**src/rrs_pkg.sv**
```systemverilog
// package for the rotate, round and saturate execution unit
// assumes a 40-bit accumulator datapath and 16-bit auxiliary/temporary registers
package rrs_pkg;

  localparam int ACC_W = 40;
  localparam int REG_W = 16;
  localparam int FRAME_MSB = 31;
  localparam int GUARD_LSB = 32;

  // apb register byte offsets
  localparam logic [11:0] CTRL_OFF   = 12'h000;
  localparam logic [11:0] STAT_OFF   = 12'h004;
  localparam logic [11:0] RES_LO_OFF = 12'h008;
  localparam logic [11:0] RES_HI_OFF = 12'h00c;

  // mode register fields
  localparam int CTRL_WIDE_BIT   = 0;
  localparam int CTRL_RNDSEL_BIT = 1;
  localparam int CTRL_DSAT_BIT   = 2;
  localparam int CTRL_COMPAT_BIT = 3;
  localparam logic [3:0] CTRL_RST = 4'h8;

  // status register fields
  localparam int STAT_CARRY_BIT = 0;
  localparam int STAT_TCB_BIT   = 1;
  localparam int STAT_ACOV_LSB  = 2;
  localparam logic STAT_CARRY_RST = 1'b1;
  localparam logic STAT_TCB_RST   = 1'b1;
  localparam logic [3:0] STAT_ACOV_RST = 4'h0;

  // rounding and saturation constants
  localparam logic [15:0]      RND_HALF  = 16'h8000;
  localparam logic [ACC_W-1:0] RND_CONST = 40'h00_0000_8000;
  localparam logic [ACC_W-1:0] SAT_POS32 = 40'h00_7fff_ffff;
  localparam logic [ACC_W-1:0] SAT_NEG32 = 40'hff_8000_0000;
  localparam logic [ACC_W-1:0] SAT_POS40 = 40'h7f_ffff_ffff;
  localparam logic [ACC_W-1:0] SAT_NEG40 = 40'h80_0000_0000;

  typedef enum logic [2:0] {
    OP_NONE  = 3'b000,
    OP_ROTL  = 3'b001,
    OP_ROTR  = 3'b011,
    OP_ROUND = 3'b010,
    OP_CLAMP = 3'b110
  } rrs_op_t;

  typedef struct packed {
    rrs_op_t    op;
    logic       in_sel_carry;
    logic       out_sel_carry;
    logic       src_acc;
    logic       dst_acc;
    logic [3:0] dst_idx;
    logic       rnd_req;
    logic       in_repeat;
  } rrs_cmd_t;

  typedef struct packed {
    logic             vld;
    logic             dst_acc;
    logic [3:0]       dst_idx;
    logic [ACC_W-1:0] data;
  } rrs_wb_t;

  typedef struct packed {
    logic       carry;
    logic       tcb;
    logic [3:0] acov;
  } rrs_flags_t;

endpackage : rrs_pkg

```
**src/rrs_unit.sv**
```systemverilog
// rotate, round and saturate execution unit with an apb mode/status window
// assumes the decoder presents one command per cycle with the source operand
//
// Register access over APB and the register addresses were decided locally.
`timescale 1ns/10ps
`default_nettype none
module rrs_unit (
  input  wire logic                      pclk,
  input  wire logic                      presetn,
  input  wire logic                      psel,
  input  wire logic                      penable,
  input  wire logic                      pwrite,
  input  wire logic [11:0]               paddr,
  input  wire logic [31:0]               pwdata,
  output logic      [31:0]               prdata,
  output logic                           pready,
  output logic                           pslverr,
  input  wire logic                      exec_valid,
  input  wire rrs_pkg::rrs_cmd_t         exec_cmd,
  input  wire logic [rrs_pkg::ACC_W-1:0] src_data,
  output rrs_pkg::rrs_wb_t               wb_out,
  output rrs_pkg::rrs_flags_t            flags_out,
  output logic                           rotate_out_bit,
  output logic                           exec_reject
);
  import rrs_pkg::*;

  // ---------------------------------------------------------------
  // state
  // ---------------------------------------------------------------
  logic [3:0]  ctrl_reg;
  logic [3:0]  ctrl_next;
  rrs_flags_t  flags_reg;
  rrs_flags_t  flags_next;
  rrs_wb_t     wb_reg;
  rrs_wb_t     wb_next;
  logic        rob_reg;
  logic        rob_next;
  logic        reject_reg;
  logic        pready_reg;
  logic [31:0] prdata_reg;
  logic [31:0] prdata_next;
  logic        pslverr_reg;

  wire wide_overflow_mode   = ctrl_reg[CTRL_WIDE_BIT];
  wire rounding_mode_select = ctrl_reg[CTRL_RNDSEL_BIT];
  wire data_saturation_mode = ctrl_reg[CTRL_DSAT_BIT];
  wire legacy_compat_mode   = ctrl_reg[CTRL_COMPAT_BIT];

  // ---------------------------------------------------------------
  // command decode
  // ---------------------------------------------------------------
  wire is_rotl  = exec_cmd.op == OP_ROTL;
  wire is_rotr  = exec_cmd.op == OP_ROTR;
  wire is_round = exec_cmd.op == OP_ROUND;
  wire is_clamp = exec_cmd.op == OP_CLAMP;
  wire is_rot   = is_rotl || is_rotr;

  // rounding cannot sit under a single-instruction repeat
  wire round_refused = exec_valid && is_round && exec_cmd.in_repeat;
  wire exec_go       = exec_valid && (is_rot || is_round || is_clamp) && !round_refused;

  // ---------------------------------------------------------------
  // rotate datapath
  // ---------------------------------------------------------------
  // inserted bit is the flag value before this instruction executes
  wire bit_in = exec_cmd.in_sel_carry ? flags_reg.carry : flags_reg.tcb;

  wire [ACC_W-1:0] acc_opnd = exec_cmd.src_acc ? src_data :
                              {{(ACC_W-REG_W){1'b0}}, src_data[REG_W-1:0]};
  wire [REG_W-1:0] reg_opnd = src_data[REG_W-1:0];

  wire [ACC_W-1:0] rotl_acc = wide_overflow_mode ?
                              {acc_opnd[ACC_W-2:0], bit_in} :
                              {8'h00, acc_opnd[FRAME_MSB-1:0], bit_in};
  wire             rotl_acc_out = wide_overflow_mode ? acc_opnd[ACC_W-1] :
                                                       acc_opnd[FRAME_MSB];
  wire [ACC_W-1:0] rotr_acc = wide_overflow_mode ?
                              {bit_in, acc_opnd[ACC_W-1:1]} :
                              {8'h00, bit_in, acc_opnd[FRAME_MSB:1]};
  wire             rotr_acc_out = acc_opnd[0];
  wire [REG_W-1:0] rotl_reg = {reg_opnd[REG_W-2:0], bit_in};
  wire             rotl_reg_out = reg_opnd[REG_W-1];
  wire [REG_W-1:0] rotr_reg = {bit_in, reg_opnd[REG_W-1:1]};
  wire             rotr_reg_out = reg_opnd[0];

  wire [ACC_W-1:0] rot_acc_val = is_rotl ? rotl_acc : rotr_acc;
  wire [REG_W-1:0] rot_reg_val = is_rotl ? rotl_reg : rotr_reg;
  wire             rot_acc_out = is_rotl ? rotl_acc_out : rotr_acc_out;
  wire             rot_reg_out = is_rotl ? rotl_reg_out : rotr_reg_out;
  wire             rot_out     = exec_cmd.dst_acc ? rot_acc_out : rot_reg_out;
  wire [ACC_W-1:0] rot_val     = exec_cmd.dst_acc ? rot_acc_val :
                                 {{(ACC_W-REG_W){1'b0}}, rot_reg_val};

  // ---------------------------------------------------------------
  // rounding and clamping datapath
  // ---------------------------------------------------------------
  // clamp always checks the 32-bit frame; rounding follows the wide mode
  wire             rs_round = is_round || exec_cmd.rnd_req;
  wire             rs_wide  = is_round && wide_overflow_mode;
  wire             rs_clamp = is_clamp || data_saturation_mode;
  wire [ACC_W-1:0] rs_val;
  wire             rs_ovf;

  rrs_round_sat u_round_sat (
    .acc_in               (src_data),
    .do_round             (rs_round),
    .rounding_mode_select (rounding_mode_select),
    .legacy_compat_mode   (legacy_compat_mode),
    .wide_detect          (rs_wide),
    .clamp_en             (rs_clamp),
    .acc_out              (rs_val),
    .ovf                  (rs_ovf)
  );

  wire acov_event = exec_go && !is_rot && rs_ovf;
  wire [3:0] acov_set = acov_event ? (4'h1 << exec_cmd.dst_idx[1:0]) : 4'h0;

  // ---------------------------------------------------------------
  // apb slave: one wait state, answer registered
  // ---------------------------------------------------------------
  wire apb_acc    = psel && penable && !pready_reg;
  wire hit_ctrl   = paddr == CTRL_OFF;
  wire hit_stat   = paddr == STAT_OFF;
  wire hit_res_lo = paddr == RES_LO_OFF;
  wire hit_res_hi = paddr == RES_HI_OFF;
  wire hit_any    = hit_ctrl || hit_stat || hit_res_lo || hit_res_hi;
  wire wr_ctrl    = apb_acc && pwrite && hit_ctrl;
  wire wr_stat    = apb_acc && pwrite && hit_stat;

  wire [31:0] stat_word = {26'h0, flags_reg.acov, flags_reg.tcb, flags_reg.carry};

  assign prdata_next = !hit_any   ? 32'h0 :
                       hit_ctrl   ? {28'h0, ctrl_reg} :
                       hit_stat   ? stat_word :
                       hit_res_lo ? wb_reg.data[31:0] :
                                    {24'h0, wb_reg.data[ACC_W-1:GUARD_LSB]};

  assign ctrl_next = wr_ctrl ? pwdata[3:0] : ctrl_reg;

  // ---------------------------------------------------------------
  // flag update: the executing instruction wins over a software write
  // ---------------------------------------------------------------
  wire rot_to_carry = exec_go && is_rot && exec_cmd.out_sel_carry;
  wire rot_to_tcb   = exec_go && is_rot && !exec_cmd.out_sel_carry;
  wire sw_carry     = wr_stat ? pwdata[STAT_CARRY_BIT] : flags_reg.carry;
  wire sw_tcb       = wr_stat ? pwdata[STAT_TCB_BIT] : flags_reg.tcb;
  wire [3:0] sw_acov = wr_stat ? pwdata[STAT_ACOV_LSB +: 4] : flags_reg.acov;

  // rounding and clamping never reach carry; only a rotate or software does
  assign flags_next.carry = rot_to_carry ? rot_out : sw_carry;
  assign flags_next.tcb   = rot_to_tcb ? rot_out : sw_tcb;
  // a hardware set in the same cycle as a software clear survives
  assign flags_next.acov  = sw_acov | acov_set;

  assign rob_next = (exec_go && is_rot) ? rot_out : rob_reg;

  // ---------------------------------------------------------------
  // writeback: only the destination, in the same cycle as the flags
  // ---------------------------------------------------------------
  assign wb_next.vld     = exec_go;
  assign wb_next.dst_acc = exec_go ? (exec_cmd.dst_acc || !is_rot) : wb_reg.dst_acc;
  assign wb_next.dst_idx = exec_go ? exec_cmd.dst_idx : wb_reg.dst_idx;
  assign wb_next.data    = !exec_go ? wb_reg.data :
                           is_rot   ? rot_val : rs_val;

  always_ff @(posedge pclk or negedge presetn) begin
    if (!presetn) begin
      ctrl_reg        <= CTRL_RST;
      flags_reg.carry <= STAT_CARRY_RST;
      flags_reg.tcb   <= STAT_TCB_RST;
      flags_reg.acov  <= STAT_ACOV_RST;
      wb_reg          <= '0;
      rob_reg         <= 1'b0;
      reject_reg      <= 1'b0;
    end else begin
      ctrl_reg   <= ctrl_next;
      flags_reg  <= flags_next;
      wb_reg     <= wb_next;
      rob_reg    <= rob_next;
      reject_reg <= round_refused;
    end
  end

  always_ff @(posedge pclk or negedge presetn) begin
    if (!presetn) begin
      pready_reg  <= 1'b0;
      prdata_reg  <= 32'h0;
      pslverr_reg <= 1'b0;
    end else begin
      pready_reg  <= apb_acc;
      prdata_reg  <= (apb_acc && !pwrite) ? prdata_next : 32'h0;
      pslverr_reg <= apb_acc && !hit_any;
    end
  end

  assign prdata         = prdata_reg;
  assign pready         = pready_reg;
  assign pslverr        = pslverr_reg;
  assign wb_out         = wb_reg;
  assign flags_out      = flags_reg;
  assign rotate_out_bit = rob_reg;
  assign exec_reject    = reject_reg;

  // ---------------------------------------------------------------
  // assertions
  // ---------------------------------------------------------------
  wire sel_flag_now = exec_cmd.out_sel_carry ? flags_reg.carry : flags_reg.tcb;
  logic out_sel_q;
  always_ff @(posedge pclk or negedge presetn) begin
    if (!presetn) begin
      out_sel_q <= 1'b0;
    end else begin
      out_sel_q <= exec_cmd.out_sel_carry;
    end
  end
  wire sel_flag_q = out_sel_q ? flags_reg.carry : flags_reg.tcb;

  a_rotl_insert: assert property (@(posedge pclk) disable iff (!presetn)
    exec_go && is_rotl |=> wb_reg.data[0] == $past(bit_in))
    else $error("left rotate did not insert the old flag at bit 0");

  a_rotl_eject: assert property (@(posedge pclk) disable iff (!presetn)
    exec_go && is_rotl && exec_cmd.dst_acc && !wide_overflow_mode
    |=> sel_flag_q == $past(acc_opnd[FRAME_MSB]))
    else $error("narrow left rotate did not eject bit 31");

  a_guard_clear: assert property (@(posedge pclk) disable iff (!presetn)
    exec_go && is_rot && exec_cmd.dst_acc && !wide_overflow_mode
    |=> wb_reg.data[ACC_W-1:GUARD_LSB] == 8'h00)
    else $error("narrow accumulator rotate left guard bits set");

  a_zero_extend: assert property (@(posedge pclk) disable iff (!presetn)
    exec_go && is_rotl && exec_cmd.dst_acc && !exec_cmd.src_acc
    |=> wb_reg.data[ACC_W-1:REG_W+1] == '0)
    else $error("16-bit source was not zero extended");

  a_rotl_narrow: assert property (@(posedge pclk) disable iff (!presetn)
    exec_go && is_rotl && !exec_cmd.dst_acc
    |=> wb_reg.data[REG_W-1:1] == $past(src_data[REG_W-2:0])
        && sel_flag_q == $past(src_data[REG_W-1]))
    else $error("16-bit left rotate wrong");

  a_rotr_acc: assert property (@(posedge pclk) disable iff (!presetn)
    exec_go && is_rotr && exec_cmd.dst_acc
    |=> sel_flag_q == $past(acc_opnd[0]) && rotate_out_bit == sel_flag_q)
    else $error("accumulator right rotate did not eject bit 0");

  a_rotr_narrow: assert property (@(posedge pclk) disable iff (!presetn)
    exec_go && is_rotr && !exec_cmd.dst_acc
    |=> wb_reg.data[REG_W-1] == $past(bit_in) && wb_reg.data[ACC_W-1:REG_W] == '0)
    else $error("16-bit right rotate did not insert at bit 15");

  a_round_clear: assert property (@(posedge pclk) disable iff (!presetn)
    exec_go && is_round && !rounding_mode_select && !legacy_compat_mode
    && !data_saturation_mode |=> wb_reg.data[15:0] == 16'h0000)
    else $error("biased rounding left low bits");

  a_carry_kept: assert property (@(posedge pclk) disable iff (!presetn)
    exec_go && !is_rot && !wr_stat |=> $stable(flags_reg.carry))
    else $error("rounding or clamping changed carry");

  a_acov_set: assert property (@(posedge pclk) disable iff (!presetn)
    exec_go && !is_rot && rs_ovf |=> flags_reg.acov[$past(exec_cmd.dst_idx[1:0])])
    else $error("overflow flag of destination not set");

  a_clamp_frame: assert property (@(posedge pclk) disable iff (!presetn)
    exec_go && is_clamp |=> (&wb_reg.data[ACC_W-1:FRAME_MSB])
                            || !(|wb_reg.data[ACC_W-1:FRAME_MSB]))
    else $error("clamp result outside the 32-bit frame");

  a_repeat_round: assert property (@(posedge pclk) disable iff (!presetn)
    round_refused |=> exec_reject && !wb_reg.vld ##1 !exec_reject || $past(round_refused))
    else $error("repeated rounding was not refused");

  a_one_cycle: assert property (@(posedge pclk) disable iff (!presetn)
    exec_go |=> wb_reg.vld && wb_reg.dst_idx == $past(exec_cmd.dst_idx))
    else $error("operation did not complete in one cycle");

  a_flag_sample: assert property (@(posedge pclk) disable iff (!presetn)
    exec_go && is_rot && exec_cmd.in_sel_carry == exec_cmd.out_sel_carry
    && sel_flag_now != rot_out |=> sel_flag_q != $past(sel_flag_now))
    else $error("rotate flag was not updated");

endmodule : rrs_unit
`default_nettype wire

```
**src/rrs_round_sat.sv**
```systemverilog
// rounding adder with overflow detection and clamping, purely combinational
// assumes the caller registers the result and owns all status flags
`timescale 1ns/10ps
`default_nettype none
module rrs_round_sat (
  input  wire logic [rrs_pkg::ACC_W-1:0] acc_in,
  input  wire logic                      do_round,
  input  wire logic                      rounding_mode_select,
  input  wire logic                      legacy_compat_mode,
  input  wire logic                      wide_detect,
  input  wire logic                      clamp_en,
  output logic      [rrs_pkg::ACC_W-1:0] acc_out,
  output logic                           ovf
);
  import rrs_pkg::*;

  wire [15:0]      low_half = acc_in[15:0];
  wire             above    = low_half > RND_HALF;
  wire             tie_odd  = (low_half == RND_HALF) && acc_in[16];
  // unbiased mode adds only above half or on a tie with odd bit 16
  wire             rnd_add  = do_round && (!rounding_mode_select || above || tie_odd);
  wire [ACC_W-1:0] sum      = acc_in + (rnd_add ? RND_CONST : '0);
  // compat mode keeps the low half so old code sees the same bits
  wire [ACC_W-1:0] trimmed  = (rnd_add && !legacy_compat_mode) ?
                              {sum[ACC_W-1:16], 16'h0000} : sum;
  wire             fits32   = (&trimmed[ACC_W-1:FRAME_MSB]) || !(|trimmed[ACC_W-1:FRAME_MSB]);
  // 40-bit overflow can only come from a positive operand wrapping
  wire             ovf40    = rnd_add && !acc_in[ACC_W-1] && sum[ACC_W-1];
  wire             neg_dir  = wide_detect ? acc_in[ACC_W-1] : trimmed[ACC_W-1];
  wire [ACC_W-1:0] sat_val  = wide_detect ? (neg_dir ? SAT_NEG40 : SAT_POS40) :
                                            (neg_dir ? SAT_NEG32 : SAT_POS32);

  assign ovf     = wide_detect ? ovf40 : !fits32;
  assign acc_out = (ovf && clamp_en) ? sat_val : trimmed;

endmodule : rrs_round_sat
`default_nettype wire

```
**config.mk**
```make
export PLATFORM = sky130hd
export DESIGN_NAME = rrs_unit
export DESIGN_NICKNAME = d
export VERILOG_FILES = /design/src/rrs_pkg.sv /design/src/rrs_unit.sv /design/src/rrs_round_sat.sv
export SDC_FILE = /design/constraint.sdc
export NUM_CORES = 1
export LEC_CHECK = 0
export ABC_AREA = 0
export BUFFER_PORTS_ARGS = -buffer_cell sky130_fd_sc_hd__buf_2
export CORE_MARGIN = 5
export CORE_UTILIZATION = 51
export DETAILED_ROUTE_END_ITERATION = 8
export HOLD_SLACK_MARGIN = 0.06
export PLACE_DENSITY = 0.89
export SYNTH_ARGS = -nofsm -noshare
export SYNTH_HDL_FRONTEND = slang
export SYNTH_SLANG_ARGS = --single-unit
```
**constraint.sdc**
```tcl
create_clock -name pclk -period 3.7 [get_ports pclk]
set_input_delay 1.11 -clock pclk [delete_from_list [all_inputs] [get_ports pclk]]
set_output_delay 1.11 -clock pclk [all_outputs]
set_load 0.05 [all_outputs]
```
==> out/qor.csv <==
stage;metric;value;unit
timing;fin_tns_setup;-1.34;ns
setup_path;setup.worst_path.end_class;flop;
synth;synth-compound-area-share;20.9;%
timing;max_clock_freq;0.264;GHz
timing;setup_viol;35;
timing;slew-limit-headroom;53.4;%
final_layout;final_core_util;72.2;%
final_layout;largest_reg_flops;46;
synth;synthCells;593;
placed_design;placed_cells;918;
synth;synthFlopType;dfrtp_1;
synth;synth_top_area_cell;dfrtp_1;
setup_path;critPathTopFamily;simple AND/OR/NAND/NOR gates;
synth;synthXorXnorAreaFrac;4.03;%
timing;rsz0062_at_grt;true;
timing;clock_skew;0.0183;ns
global_routing;grt_use_met3;5.03;%
synth;synth_top_family_by_area;simple AND/OR/NAND/NOR gates;
clocking;cts_sinks;92;
synth;synth_cell_types;61;
synth;synth-adder-area-share;0.461;%
setup_path;crit_chain;buf_2 > nor3b_4 > nor2_2 > nor2_1 > ha_2 > ha_4 > and4_4 > and4_4 > nand3_4 > or4_4 > o311a_4 > a211o_4 > o311ai_4 > clkbuf_16 > o2111ai_2;
clocking;clk_path_buf_depth;2;
setup_path;critical_path_arrival;4.04;ns
final_layout;syn2layout_area_growth;37.8;%
outcome;violations;setup timing;
setup_path;cp.depth;15;
route;drt_iter0_drc;517;
synth;yosysWarnings;0;
outcome;status;complete, but fails checks;
synth;async_flop_share;100;%
pwr;power_density;375;nW/um2
setup_path;startpoint_type;input pin;
synth;yosysMostFrequentCell;dfrtp_1;
pwr;p_sw_share;39.8;%
route;wl_per_cell;19.4;um
setup_path;crit_path_end;wb_out[8]$_DFFE_PN0P_;
synth;yosys_register_bits;92;
pwr;internal_power;1.69;mW
route;num_vias;5735;
synth;syn_avg_cell_area;9.16;um2
global_routing;antenna_found_initial;0;
synth;synthesis.nets;698;
placed_design;place_area;6940;um2
synth;synth.cell_area;5430;um2
pwr;peakVddDrop;0.000292;V
setup_path;required;3.95;ns
timing;hold_viol_final;0;
setup_path;r2r_setup_slack;0.44;ns
pwr;combinationalPowerShare;32.5;%
setup_path;cp_max_fo;6;
floorplanning;rows;37;
setup_path;timing.critical_path.slowest_stage_cell;or4_4;
global_routing;grt.overflow.total;0;
global_routing;grt_usage;28.6;%
setup_path;rr_worst_depth;13;
timing;period_needed;3.79;ns
setup_path;critPathLaunch;exec_cmd[12];
final_layout;stdcell_count;949;
final_layout;final_area;7480;um2
floorplanning;die_h;113;um
worst_hold_path;hold_path.class;reg2reg;
clocking;cts_tree;yes;
clocking;path_clk_slew;0.10;ns
global_routing;met1_usage;38.7;%
placed_design;gp_congestion;0.939;
floorplanning;coreArea;10400;um2
synth;synth_top_cell_area_share;41.0;%
setup_path;reg2reg_to;wb_out[8]$_DFFE_PN0P_;
timing;fin_ws;-0.0895;ns
clocking;cts_max_level;3;
global_routing;gr-max-usage-layer;met2;
setup_path;crit_type;in2reg;
route;drt-total-wl;18400;um
clocking;root_buffer;clkbuf_8;
route;drt-vias-per-instance;6.04;
route;drt_pass1_iterations;5;
global_routing;grt_pass1_wl;29400;um
placed_design;port_buffers;164;
pwr;total_power;2.81;mW
setup_path;crit_buf_inv;2;
synth;synthSimpleGateAreaFrac;22.1;%
placed_design;dp_slack;-0.629;ns
setup_path;regToRegStartpoint;ctrl_reg[1]$_DFFE_PN0P_;
synth;synth.area.mux_share;4.40;%
floorplanning;fp.dieW;113;um
setup_path;cp_common_cell;and4_4;
final_layout;finalNetCount;913;
synth;synth_commonest_cells;89 x dfrtp_1, 83 x nand2_1, 53 x a21oi_1, 29 x and2_1, 28 x nor2_1;
placed_design;dp_hpwl;13500;um
final_layout;diodes;0;
pwr;leakage;3.72;nW
timing;holdWs;0.487;ns
clocking;holdBufCountCts;0;
synth;ys_top_cells_by_area;dfrtp_1 41%, nand2_1 5.7%, a21oi_1 4.9%, and2_1 3.3%, mux2i_1 2.9%;
synth;synth-edff-count;0;
clocking;clk_latency;0.38;ns
pwr;p_clk_share;25.0;%
timing;max_slew.worst_pin.slew;0.695;ns
floorplanning;start_util;52.4;%
synth;ys_seq_area_share;42.4;%
floorplanning;io_pins;191;
timing;finalCritPeriodShare;102;%
pwr;pwr-share-seq;42.5;%
final_layout;final_layout_size_suffix_gt1_share;41.7;%
route;ant_nets;0;
pwr;p_sw;1.12;mW
clocking;cts_made_buffers;9;
global_routing;grt_pass1_vias;5701;
global_routing;grt_max_degree;39;
floorplanning;dieArea;12800;um2
global_routing;grt_use_met2;46.1;%
setup_path;critical_path.max_stage_delay;0.42;ns
route;drc;0;
timing;drv_slew;0;
run;cap_violations;0;
[worst min-delay path, delay by kind of cell (launching register included)]
kind,cells,cell delay (ns)
AO/OA/AOI/OAI,1,0.06
flip-flops,1,0.35
AND/OR/NAND/NOR,1,0.05
[layout by cell type (no fill, tap or decap), types with 6 or more instances in the layout]
cell type	Yosys	routed
a211oi_1	13	13
dfrtp_1	89	89
and2_1	29	29
nor2_1	28	26
a21oi_1	53	51
o21ai_0	11	6
mux2_2	7	7
o221ai_1	17	17
buf_2	13	154
nand3_1	23	21
and3_1	7	6
o2111ai_2	10	14
o211ai_1	15	15
inv_1	23	23
xor2_1	16	15
buf_4	4	78
nand4_1	14	14
nand2_1	83	80
mux2i_1	16	16
nor2b_1	6	6
xnor2_1	9	9
clkbuf_8	0	9
buf_6	0	10
[repair_timing]
item	in CTS	in global routing
pin swaps	24	20
gates resized for setup	30	22
setup buffers	7	7
setup endpoints to repair	43	43
gates cloned	2	0
[per-layer routing]
layer / vias to the layer above / routed length, um
met5: - / 0
met2: 346 / 8910
met3: 58 / 1550
met1: 2755 / 7360
met4: 0 / 571
li1: 2576 / -
[worst min-delay path by stage]
stage / start / to / slack, ns / cells past startpoint
after floorplan: ctrl_reg[1]$_DFFE_PN0P_ / ctrl_reg[1]$_DFFE_PN0P_ / 0.49 / 1
after global placement: wb_out[41]$_DFFE_PN0P_ / wb_out[41]$_DFFE_PN0P_ / 0.47 / 2
after detailed placement: wb_out[41]$_DFFE_PN0P_ / wb_out[41]$_DFFE_PN0P_ / 0.47 / 2
after CTS: wb_out[41]$_DFFE_PN0P_ / wb_out[41]$_DFFE_PN0P_ / 0.49 / 2
after global routing: wb_out[41]$_DFFE_PN0P_ / wb_out[41]$_DFFE_PN0P_ / 0.52 / 2
final: wb_out[41]$_DFFE_PN0P_ / wb_out[41]$_DFFE_PN0P_ / 0.49 / 2
[layout make-up]
type / instances / area, um2
clock buffers: 12 / 135
clock inverters: 4 / 51.3
fillers: 755 / 2890
inverters: 24 / 90.1
multi-input cells: 432 / 3130
flip-flops and latches: 92 / 2310
well taps: 136 / 170
repair buffers: 249 / 1600
[power groups by stage]
stage                     combinational [mW]  sequential, mW  clock, mW
after global routing                   0.963            1.21      0.752
after floorplan                        0.236            1.53          0
after detailed placement               0.872            1.21          0
after global placement                 0.854            1.20          0
final                                  0.912            1.19      0.702
after CTS                              0.894            1.19      0.697
[cell families (layout without fill, tap and decap cells)]
logic type	Yosys count	count (layout)
AOI/OAI and AO/OA	151	151
xor gates and xnor gates	25	25
buffers and inverters	69	289
muxes	23	23
adders and majority gates	2	2
and+or+nand+nor	231	231
DFF	92	92
(Power assumes the default switching activity.)
